--- src/design/sewp_pkg.sv ---
/*
 Constants shared by the serial EEPROM write port: control codes, address
 byte fields, bit counts, page geometry and write cycle timing.
 Assumes a single 25 MHz system clock.
*/
`default_nettype none

package sewp_pkg;

    // System clock
    localparam int CLK_HZ = 25_000_000;

    // Self-timed write cycle, longest time, in milliseconds
    localparam int WR_TIME_MS = 5;
    // Longest time rounds down to whole cycles
    localparam int WR_CYCLES = (WR_TIME_MS * (CLK_HZ / 1000));

    // Control codes in the device address byte
    localparam logic [3:0] CTL_ARRAY = 4'ha;
    localparam logic [3:0] CTL_PROT = 4'h6;

    // Device address byte fields
    localparam int CTL_MSB = 7;
    localparam int CTL_LSB = 4;
    localparam int SEL_MSB = 3;
    localparam int SEL_LSB = 1;
    localparam int RW_BIT = 0;

    // Word framing
    localparam logic [3:0] BITS_PER_WORD = 4'h8;
    localparam logic [3:0] ACK_SLOT = 4'h9;

    // Array geometry: 16 pages of 16 bytes
    localparam int PAGE_BYTES = 16;
    localparam int PAGE_AW = 4;
    localparam int HALF_BIT = 7;
    localparam logic [3:0] LAST_IDX = 4'hf;

    // Data path buffer depth
    localparam int FIFO_DEPTH = 8;

endpackage

`default_nettype wire

--- src/design/sewp_fifo.sv ---
/*
 Small synchronous FIFO with valid/ready on both sides; storage in flops.
 Assumes both sides run on the same clock and reset.
*/
`timescale 1ns/1ns
`default_nettype none

module sewp_fifo #(
    parameter int WIDTH = 16,
    parameter int DEPTH = 8
) (
    // Clock and reset
    input wire logic clk,
    input wire logic rst,
    // Fill side
    input wire logic in_valid,
    output logic in_ready,
    input wire logic [WIDTH-1:0] in_data,
    // Drain side
    output logic out_valid,
    input wire logic out_ready,
    output logic [WIDTH-1:0] out_data
);

    localparam int AW = (DEPTH > 1) ? $clog2(DEPTH) : 1;

    logic [WIDTH-1:0] mem_q [DEPTH]; // Storage words
    logic [AW-1:0] wr_q, wr_d; // Write index
    logic [AW-1:0] rd_q, rd_d; // Read index
    logic [AW:0] cnt_q, cnt_d; // Fill level
    logic push; // Word accepted
    logic pop; // Word taken

    // Full and empty come from the fill level, never from pointers alone
    assign in_ready = (cnt_q < (AW+1)'(DEPTH));
    assign out_valid = (cnt_q != '0);
    assign out_data = mem_q[rd_q];
    assign push = in_valid && in_ready;
    assign pop = out_valid && out_ready;

    // Next pointers and level
    always_comb
    begin
        wr_d = wr_q;
        rd_d = rd_q;
        cnt_d = cnt_q;
        if (push)
        begin
            // Wrap at depth, which need not be a power of two
            wr_d = (wr_q == AW'(DEPTH - 1)) ? '0 : wr_q + 1'b1;
        end
        if (pop)
        begin
            rd_d = (rd_q == AW'(DEPTH - 1)) ? '0 : rd_q + 1'b1;
        end
        if (push && !pop)
        begin
            cnt_d = cnt_q + 1'b1;
        end
        else if (pop && !push)
        begin
            cnt_d = cnt_q - 1'b1;
        end
    end

    // Register pointers and storage
    always_ff @(posedge clk)
    begin
        if (rst)
        begin
            wr_q <= '0;
            rd_q <= '0;
            cnt_q <= '0;
        end
        else
        begin
            wr_q <= wr_d;
            rd_q <= rd_d;
            cnt_q <= cnt_d;
        end
        if (push)
        begin
            mem_q[wr_q] <= in_data;
        end
    end

endmodule // sewp_fifo

`default_nettype wire

--- src/design/sewp_top.sv ---
/*
 Two-wire target front end of a 256-byte serial EEPROM: start/stop
 detection, device address check, byte and 16-byte page writes, write
 protection, self-timed write cycle and acknowledge polling.
 Assumes SCL and SDA come from pins (resolved open-drain levels) and
 that the array sits outside, taking one byte write per mem_we pulse.
*/
// Behaviour
// - SDA changes with SCL high are conditions
// - SDA fall with SCL high starts
// - SDA rise with SCL high stops
// - Eight bits MSB first, ack on ninth
// - Standby at reset and after stop
// - Code 1010 is array, 0110 protect
// - Select bits must match strap pins
// - Address LSB one reads, zero writes
// - Mismatch: no ack, back to standby
// - Programmed protect: no ack for 0110
// - Byte write: address, word address, data
// - Stop starts write cycle, bus ignored
// - Protected writes acked but data dropped
// - Page write takes up to sixteen bytes
// - Only low four address bits increment
// - Extra page bytes overwrite earlier ones
// - Polling acked only after write cycle
// - Protect pin high blocks all writes
// - Software protection covers lower half only
// - Sixteen pages of sixteen bytes
`timescale 1ns/1ns
`default_nettype none

module sewp_top #(
    parameter int WR_CYCLES = sewp_pkg::WR_CYCLES
) (
    // Clock and reset
    input wire logic clk,
    input wire logic rst,
    // Two-wire bus
    input wire logic scl_i,
    input wire logic sda_i,
    output logic sda_o,
    output logic sda_oe,
    // Straps and protection
    input wire logic select_pin_2,
    input wire logic select_pin_1,
    input wire logic select_pin_0,
    input wire logic wp_pin,
    input wire logic reversible_protect_reg,
    output logic permanent_protect_reg,
    // Array write port
    output logic mem_we,
    output logic [7:0] mem_addr,
    output logic [7:0] mem_wdata,
    // Status
    output logic busy,
    output logic standby
);

    localparam int CW = $clog2(WR_CYCLES + 1);
    localparam int PW = sewp_pkg::PAGE_AW;

    typedef enum logic [2:0] {
        ST_IDLE, ST_DEV, ST_WADDR, ST_DATA, ST_PROT, ST_IGNORE, ST_BUSY
    } sewp_state_t;

    // Two-flop synchronisers per pin plus one edge stage for SCL and SDA
    logic [5:0] pin_s1_q, pin_s2_q; // scl, sda, sel[2:0], wp
    logic rsw_s1_q, rsw_s2_q; // Reversible protect level
    logic scl_d3_q, sda_d3_q; // Previous synced levels

    // Control group
    sewp_state_t st_q, st_d;
    logic [3:0] cnt_q, cnt_d; // Bit position in word
    logic [7:0] sh_q, sh_d; // Incoming shift register
    logic [7:0] addr_q, addr_d; // Word address
    logic oe_q, oe_d; // SDA pulled low
    logic pend_q, pend_d; // Array write owed at stop
    logic prq_q, prq_d; // Protect write owed at stop
    logic perm_q, perm_d; // Permanent protect programmed
    logic [CW-1:0] wcnt_q, wcnt_d; // Write cycle countdown
    logic busy_q, standby_q;

    // Page buffer and array port group
    logic [7:0] pb_q [sewp_pkg::PAGE_BYTES];
    logic [sewp_pkg::PAGE_BYTES-1:0] pv_q, pv_d; // Entry valid
    logic [PW-1:0] pg_q, pg_d; // Page held
    logic arm_q, arm_d; // Waiting for FIFO to empty
    logic fl_q, fl_d; // Flushing to the array
    logic [PW-1:0] fi_q, fi_d; // Flush index
    logic we_q, we_d;
    logic [7:0] ma_q, ma_d, md_q, md_d;

    // Decoded pin events
    logic scl_s, sda_s, wp_s, rsw_s;
    logic [2:0] sel_s;
    logic scl_rise, scl_fall, start, stop;
    logic dec; // Word complete, decide the ack
    logic prot_hit; // Current data byte is protected
    logic go_wr; // Stop that launches a write cycle

    // FIFO links
    logic f_in_valid, f_in_ready, f_out_valid, f_out_ready;
    logic [15:0] f_out_data;

    assign scl_s = pin_s2_q[5];
    assign sda_s = pin_s2_q[4];
    assign sel_s = pin_s2_q[3:1];
    assign wp_s = pin_s2_q[0];
    assign rsw_s = rsw_s2_q;
    assign scl_rise = scl_s && !scl_d3_q;
    assign scl_fall = !scl_s && scl_d3_q;
    // Only SDA moves with SCL held high form conditions
    assign start = scl_s && scl_d3_q && sda_d3_q && !sda_s;
    assign stop = scl_s && scl_d3_q && !sda_d3_q && sda_s;
    assign dec = scl_fall && (cnt_q == sewp_pkg::BITS_PER_WORD) &&
                 (st_q != ST_IDLE) && (st_q != ST_BUSY);
    // Pin high guards all; software only guards the lower half
    assign prot_hit = wp_s || (!addr_q[sewp_pkg::HALF_BIT] &&
                      (perm_q || rsw_s));
    assign go_wr = stop && (st_q != ST_BUSY) && (pend_q || prq_q);
    assign f_in_valid = dec && (st_q == ST_DATA) && !prot_hit;
    assign f_out_ready = !fl_q;

    // Pin synchronisers; first stage feeds only the second
    always_ff @(posedge clk)
    begin
        if (rst)
        begin
            pin_s1_q <= 6'h30;
            pin_s2_q <= 6'h30;
            rsw_s1_q <= 1'b0;
            rsw_s2_q <= 1'b0;
            scl_d3_q <= 1'b1;
            sda_d3_q <= 1'b1;
        end
        else
        begin
            pin_s1_q <= {scl_i, sda_i, select_pin_2, select_pin_1,
                         select_pin_0, wp_pin};
            pin_s2_q <= pin_s1_q;
            rsw_s1_q <= reversible_protect_reg;
            rsw_s2_q <= rsw_s1_q;
            scl_d3_q <= scl_s;
            sda_d3_q <= sda_s;
        end
    end

    // Bus protocol next state
    always_comb
    begin
        st_d = st_q;
        cnt_d = cnt_q;
        sh_d = sh_q;
        addr_d = addr_q;
        oe_d = oe_q;
        pend_d = pend_q;
        prq_d = prq_q;
        perm_d = perm_q;
        wcnt_d = wcnt_q;
        if (st_q == ST_BUSY)
        begin
            // All bus inputs ignored, so polls see no ack
            oe_d = 1'b0;
            if (wcnt_q == '0)
            begin
                st_d = ST_IDLE;
            end
            else
            begin
                wcnt_d = wcnt_q - 1'b1;
            end
        end
        else if (start)
        begin
            // Recognised in any state but ST_BUSY; a repeated start drops owed work
            st_d = ST_DEV;
            cnt_d = '0;
            oe_d = 1'b0;
            pend_d = 1'b0;
            prq_d = 1'b0;
        end
        else if (stop)
        begin
            oe_d = 1'b0;
            cnt_d = '0;
            pend_d = 1'b0;
            prq_d = 1'b0;
            if (go_wr)
            begin
                // Countdown measured from the stop itself
                st_d = ST_BUSY;
                wcnt_d = CW'(WR_CYCLES - 1);
                // Protect register only programmable with pin low
                if (prq_q && !wp_s)
                begin
                    perm_d = 1'b1;
                end
            end
            else
            begin
                st_d = ST_IDLE;
            end
        end
        else if (st_q != ST_IDLE)
        begin
            if (scl_rise && (cnt_q < sewp_pkg::BITS_PER_WORD))
            begin
                // Sample on SCL rise, most significant bit first
                sh_d = {sh_q[6:0], sda_s};
                cnt_d = cnt_q + 1'b1;
            end
            else if (dec)
            begin
                cnt_d = sewp_pkg::ACK_SLOT;
                oe_d = 1'b0;
                case (st_q)
                    ST_DEV:
                    begin
                        if (sh_q[sewp_pkg::SEL_MSB:sewp_pkg::SEL_LSB]
                            != sel_s)
                        begin
                            st_d = ST_IDLE;
                        end
                        else if (sh_q[sewp_pkg::CTL_MSB:sewp_pkg::CTL_LSB]
                                 == sewp_pkg::CTL_ARRAY)
                        begin
                            oe_d = 1'b1;
                            // Reads are acked then left to other logic
                            st_d = sh_q[sewp_pkg::RW_BIT] ? ST_IGNORE
                                                          : ST_WADDR;
                        end
                        else if ((sh_q[sewp_pkg::CTL_MSB:sewp_pkg::CTL_LSB]
                                  == sewp_pkg::CTL_PROT) && !perm_q)
                        begin
                            oe_d = 1'b1;
                            st_d = sh_q[sewp_pkg::RW_BIT] ? ST_IGNORE
                                                          : ST_PROT;
                        end
                        else
                        begin
                            st_d = ST_IDLE;
                        end
                    end
                    ST_WADDR:
                    begin
                        addr_d = sh_q;
                        oe_d = 1'b1;
                        st_d = ST_DATA;
                    end
                    ST_DATA:
                    begin
                        // A full buffer cannot take the byte: no ack
                        if (f_in_ready || prot_hit)
                        begin
                            oe_d = 1'b1;
                            pend_d = 1'b1;
                            // Page kept, low nibble wraps in page
                            addr_d = {addr_q[7:PW],
                                      addr_q[PW-1:0] + 1'b1};
                        end
                        else
                        begin
                            st_d = ST_IGNORE;
                        end
                    end
                    ST_PROT:
                    begin
                        // Word address and data are don't cares
                        oe_d = 1'b1;
                        prq_d = 1'b1;
                    end
                    default:
                    begin
                        oe_d = 1'b0;
                    end
                endcase
            end
            else if (scl_fall && (cnt_q == sewp_pkg::ACK_SLOT))
            begin
                // Release after the ninth clock
                oe_d = 1'b0;
                cnt_d = '0;
            end
        end
    end

    // Bus protocol registers
    always_ff @(posedge clk)
    begin
        if (rst)
        begin
            st_q <= ST_IDLE;
            cnt_q <= '0;
            sh_q <= 8'h00;
            addr_q <= 8'h00;
            oe_q <= 1'b0;
            pend_q <= 1'b0;
            prq_q <= 1'b0;
            perm_q <= 1'b0;
            wcnt_q <= '0;
            busy_q <= 1'b0;
            standby_q <= 1'b1;
        end
        else
        begin
            st_q <= st_d;
            cnt_q <= cnt_d;
            sh_q <= sh_d;
            addr_q <= addr_d;
            oe_q <= oe_d;
            pend_q <= pend_d;
            prq_q <= prq_d;
            perm_q <= perm_d;
            wcnt_q <= wcnt_d;
            busy_q <= (st_d == ST_BUSY);
            standby_q <= (st_d == ST_IDLE);
        end
    end

    // Page buffer fill and flush next state
    always_comb
    begin
        pv_d = pv_q;
        pg_d = pg_q;
        arm_d = arm_q;
        fl_d = fl_q;
        fi_d = fi_q;
        we_d = 1'b0;
        ma_d = ma_q;
        md_d = md_q;
        if (start && (st_q != ST_BUSY))
        begin
            pv_d = '0; // Aborted transfer writes nothing
        end
        if (f_out_valid && f_out_ready)
        begin
            // Same slot rewritten on rollover: later byte wins
            pv_d[f_out_data[11:8]] = 1'b1;
            pg_d = f_out_data[15:12];
        end
        if (go_wr)
        begin
            arm_d = 1'b1;
        end
        else if (arm_q && !f_out_valid)
        begin
            arm_d = 1'b0;
            fl_d = 1'b1;
            fi_d = '0;
        end
        else if (fl_q)
        begin
            if (pv_q[fi_q])
            begin
                we_d = 1'b1;
                ma_d = {pg_q, fi_q};
                md_d = pb_q[fi_q];
                pv_d[fi_q] = 1'b0;
            end
            fi_d = fi_q + 1'b1;
            fl_d = (fi_q != sewp_pkg::LAST_IDX);
        end
    end

    // Page buffer registers; data slots need no reset
    always_ff @(posedge clk)
    begin
        if (rst)
        begin
            pv_q <= '0;
            pg_q <= '0;
            arm_q <= 1'b0;
            fl_q <= 1'b0;
            fi_q <= '0;
            we_q <= 1'b0;
            ma_q <= 8'h00;
            md_q <= 8'h00;
        end
        else
        begin
            pv_q <= pv_d;
            pg_q <= pg_d;
            arm_q <= arm_d;
            fl_q <= fl_d;
            fi_q <= fi_d;
            we_q <= we_d;
            ma_q <= ma_d;
            md_q <= md_d;
        end
        if (f_out_valid && f_out_ready)
        begin
            pb_q[f_out_data[11:8]] <= f_out_data[7:0];
        end
    end

    // Received bytes with their address; stalls while flushing
    sewp_fifo #(
        .WIDTH(16),
        .DEPTH(sewp_pkg::FIFO_DEPTH)
    ) u_fifo (
        .clk(clk),
        .rst(rst),
        .in_valid(f_in_valid),
        .in_ready(f_in_ready),
        .in_data({addr_q, sh_q}),
        .out_valid(f_out_valid),
        .out_ready(f_out_ready),
        .out_data(f_out_data)
    );

    assign sda_o = 1'b0; // Open drain: only ever pulls low
    assign sda_oe = oe_q;
    assign permanent_protect_reg = perm_q;
    assign mem_we = we_q;
    assign mem_addr = ma_q;
    assign mem_wdata = md_q;
    assign busy = busy_q;
    assign standby = standby_q;

    // Checks next to the logic they guard
    a_nak_mismatch: assert property (
        @(posedge clk) disable iff (rst)
        dec && st_q == ST_DEV && !start && !stop &&
        sh_q[3:1] != sel_s |=> !sda_oe ##1 standby)
        else $error("ack given on select mismatch");
    a_ack_array: assert property (
        @(posedge clk) disable iff (rst)
        dec && st_q == ST_DEV && !start && !stop && sh_q[3:1] == sel_s &&
        sh_q[7:4] == sewp_pkg::CTL_ARRAY |=> sda_oe)
        else $error("array address not acked");
    a_prot_nak: assert property (
        @(posedge clk) disable iff (rst)
        dec && st_q == ST_DEV && !start && !stop && perm_q &&
        sh_q[7:4] == sewp_pkg::CTL_PROT |=> !sda_oe)
        else $error("protect code acked after programming");
    a_busy_silent: assert property (
        @(posedge clk) disable iff (rst)
        busy |-> !sda_oe)
        else $error("bus driven during write cycle");
    a_busy_hold: assert property (
        @(posedge clk) disable iff (rst)
        st_q == ST_BUSY && wcnt_q != '0 |=> st_q == ST_BUSY)
        else $error("write cycle ended early");
    a_busy_start: assert property (
        @(posedge clk) disable iff (rst)
        go_wr |=> busy && wcnt_q == CW'(WR_CYCLES - 1))
        else $error("stop did not start write cycle");
    a_addr_wrap: assert property (
        @(posedge clk) disable iff (rst)
        dec && st_q == ST_DATA && !start && !stop && f_in_ready |=>
        addr_q[7:4] == $past(addr_q[7:4]) &&
        addr_q[3:0] == $past(addr_q[3:0]) + 4'h1)
        else $error("word address increment wrong");
    // Protection written out apart from prot_hit, so a bad decode shows
    a_prot_drop: assert property (
        @(posedge clk) disable iff (rst)
        dec && st_q == ST_DATA && !start && !stop &&
        (wp_s || (!addr_q[7] && (perm_q || rsw_s))) |->
        !f_in_valid ##1 sda_oe)
        else $error("protected byte queued or not acked");
    a_start_any: assert property (
        @(posedge clk) disable iff (rst)
        start && !busy |=> st_q == ST_DEV && cnt_q == 4'h0)
        else $error("start not recognised");
    a_stop_idle: assert property (
        @(posedge clk) disable iff (rst)
        stop && !busy && !pend_q && !prq_q |=> standby)
        else $error("stop did not reach standby");

endmodule // sewp_top

`default_nettype wire

--- config.mk ---
export PLATFORM = sky130hd
export DESIGN_NAME = sewp_top
export DESIGN_NICKNAME = d
export VERILOG_FILES = /design/src/design/sewp_pkg.sv /design/src/design/sewp_fifo.sv /design/src/design/sewp_top.sv
export SDC_FILE = /design/constraint.sdc
export NUM_CORES = 1
export LEC_CHECK = 0
export ABC_AREA = 0
export BUFFER_PORTS_ARGS = -buffer_cell sky130_fd_sc_hd__buf_4
export CAP_MARGIN = 10
export CORE_MARGIN = 8
export CORE_UTILIZATION = 26
export DETAILED_ROUTE_END_ITERATION = 6
export PLACE_DENSITY = 0.51
export SYNTH_ARGS = -nofsm -noshare
export SYNTH_HDL_FRONTEND = slang
export SYNTH_HIERARCHICAL = 1
export SYNTH_SLANG_ARGS = --single-unit
--- constraint.sdc ---
create_clock -name clk -period 3.9 [get_ports clk]
set_input_delay 0.78 -clock clk [delete_from_list [all_inputs] [get_ports clk]]
set_output_delay 0.78 -clock clk [all_outputs]
set_load 0.02 [all_outputs]
==> impl_metrics.env <==
export IMPL_timing_fmax_ghz=0.302
export IMPL_hold_viol=0
export IMPL_min_period_ns=3.32
export IMPL_slew_violations=0
export IMPL_start_kind="flip-flop"
export IMPL_ios=31
export IMPL_fin_crit_sh=0.850
export IMPL_crit_path_top_delay_cell="dfxtp_1"
export IMPL_antenna_found_initial=0
export IMPL_rsz0062_at_grt="no"
export IMPL_grt_first_pass_wirelength_mm=52.0
export IMPL_p_total_uw=9850
export IMPL_grt_pass1_vias=8314
export IMPL_die_w_um=256
export IMPL_tightestPinTransition_ns=0.876
export IMPL_dieArea_mm2=0.0658
export IMPL_clock_latency_ns=0.54
export IMPL_syn2layout_area_growth_pct=16.7
export IMPL_syn_inst=988
export IMPL_outcome="completed"
export IMPL_gr_total_overflow=0
export IMPL_max_cap_violations=0
export IMPL_core_area_mm2=0.0575
export IMPL_cpPeakStageDelay_ns=0.54
export IMPL_synth_area_leader_cell="edfxtp_1"
export IMPL_synth_cell_types=69
export IMPL_cp_max_fo=11
export IMPL_yosysSeqAreaShare=0.669
export IMPL_place_inst=1773
export IMPL_cts_buffers=40
export IMPL_num_rows=88
export IMPL_power_density_mw_per_mm2=562
export IMPL_wl_mm=34.2
export IMPL_root_buffer="clkbuf_16"
export IMPL_hp_class="reg2reg"
export IMPL_multi_input_area_mm2=0.00471
export IMPL_worst_endpoint_required_ns=4.33
export IMPL_p_leak_uw=0.00587
export IMPL_die_height_um=256
export IMPL_numPortBuffers=29
export IMPL_start_util=0.262
export IMPL_nets=1076
export IMPL_synth_top_area_frac=0.511
export IMPL_gp_congestion=0.787
export IMPL_clock_sinks=374
export IMPL_post_synth_cell_area_avg_um2=15.2
export IMPL_critical_path_class="reg2reg"
export IMPL_endpoint_kind="flip-flop"
export IMPL_cp_cell_sequence="nand3_1 -> nor4_1 -> nand2b_1 -> inv_1 -> ha_1 -> inv_1 -> ha_1 -> a21oi_1 -> a211oi_1 -> a31oi_1 -> mux2_2"
export IMPL_drive_gt1_frac=0.195
export IMPL_htree_levels=2
export IMPL_synthTopCellsByArea="edfxtp_1 (51%), dfxtp_1 (16%), mux4_2 (5.7%), mux4_1 (4.9%), nor2_1 (2.1%)"
export IMPL_drc=0
export IMPL_vias=8519
export IMPL_cts_tree="built"
export IMPL_syn_cell_area_mm2=0.0150
export IMPL_max_slew_margin=0.414
export IMPL_antenna_cells=0
export IMPL_drtIter0Drc=739
export IMPL_cts_resized_gates=0
export IMPL_fill_cells=5763
export IMPL_synth_fp_nets=1014
export IMPL_synth_seq_cells=374
export IMPL_seq_area_mm2=0.0101
export IMPL_clk_pin_slew_worst_paths_ns=0.06
export IMPL_routedWlPerCell_um=18.5
export IMPL_fin_cells=1845
export IMPL_grt_use_total=0.101
export IMPL_hold_buffers=0
export IMPL_cts_buffer_depth=3
export IMPL_synthArstFlopShare=0
export IMPL_finClkSkew_ns=0.0301
export IMPL_cp_arrival_ns=3.74
export IMPL_firstDrtPassIters=5
export IMPL_vias_per_cell=4.62
export IMPL_tns_ns=0
export IMPL_peakVddDrop_uv=287
export IMPL_grt_max_degree=41
export IMPL_synth_main_ff_cell="edfxtp_1"
export IMPL_antenna_left=0
export IMPL_setup_viol=0
export IMPL_yosys_warnings=6
export IMPL_post_cts_setup_buffers=0
export IMPL_synth_edf_count=256
export IMPL_dp_hpwl_mm=21.8
## final timing paths
kind              slack, ns  cells past startpoint                            to                    from
hold / removal         0.42                      1        pin_s2_q[4]$_SDFF_PP1_  pin_s1_q[4]$_SDFF_PP1_
setup / recovery       0.58                     11  u_fifo/cnt_q[3]$_SDFFE_PP0P_      st_q[1]$_SDFF_PP0_
setup reg to reg       0.58                     11  u_fifo/cnt_q[3]$_SDFFE_PP0P_      st_q[1]$_SDFF_PP0_
hold reg to reg        0.42                      1        pin_s2_q[4]$_SDFF_PP1_  pin_s1_q[4]$_SDFF_PP1_
## worst max-delay path, delay by kind of cell, from the launching register on
family | cells | cell delay (ns)
buf+inv | 2 | 0.29
fa+ha+maj | 2 | 0.51
flops | 1 | 0.54
simple gates | 3 | 1.06
compound gates | 3 | 0.46
mux | 1 | 0.34
## cells in the mapped netlist (all sizes together), types with 5 or more instances
cell type / n
a22o: 8
mux4: 66
mux2: 18
o21ai: 9
a21oi: 47
nand3: 15
a311oi: 6
o31ai: 5
nor2: 83
edfxtp: 256
mux2i: 25
nor3: 24
a211oi: 15
or2: 11
nor2b: 20
nand2: 57
nor4: 11
o22ai: 8
buf: 19
xnor2: 13
a31oi: 8
or4: 6
a221oi: 8
nand2b: 12
and2: 7
clkbuf: 30
dfxtp: 118
ha: 16
inv: 15
## layout make-up
type | count | area share
clock buffers | 56 | 0.0622
flip-flops and latches | 374 | 0.573
well taps | 765 | 0.0546
multi-input cells | 549 | 0.269
clock inverters | 16 | 0.00856
inverters | 16 | 0.00342
repair buffers | 69 | 0.0295
## kinds of logic (layout without fill, tap and decap cells)
family,Yosys count,in the layout,synth area share
flops,374,374,0.669
simple gates,265,265,0.0871
compound gates,140,140,0.0638
mux,109,109,0.136
buf+inv,65,157,0.0197
fa+ha+maj,17,17,0.0146
xor+xnor,17,17,0.00990
other cells,1,1,0.000249
## per-stage QoR
step	hold slack (ns)	util	instance area [um^2]	setup WS [ns]
2_1_floorplan	0.389	-	15000	0.455
3_5_place_dp	0.394	0.284	16300	0.610
6_report	0.415	0.305	17500	0.585
5_1_grt	0.408	0.305	17500	0.257
4_1_cts	0.402	0.305	17500	0.601
3_3_place_gp	0.397	0.284	16300	0.659
## layout by cell type (no fill, tap or decap), types with 25 or more instances in the layout
master     instances
a21oi_1           47
buf_4             69
clkbuf_16         40
dfxtp_1          115
edfxtp_1         256
mux2i_1           25
mux4_1            28
mux4_2            38
nand2_1           57
nor2_1            83
## per-layer routing
metal / vias to the layer above / share of wire / global-route usage
met3: 44 / 0.048 / 0.0191
met1: 4329 / 0.48 / 0.145
met5: - / 0 / 0
met2: 178 / 0.45 / 0.155
met4: 0 / 0.019 / 0.0245
li1: 3968 / - / -
## where the power goes
group / internal, uW / total (uW) / switching [uW]
combinational: 555 / 1360 / 802
sequential: 4720 / 4880 / 154
clock: 2090 / 3620 / 1530
total: 7370 / 9850 / 2480
(Power assumes the default switching activity.)
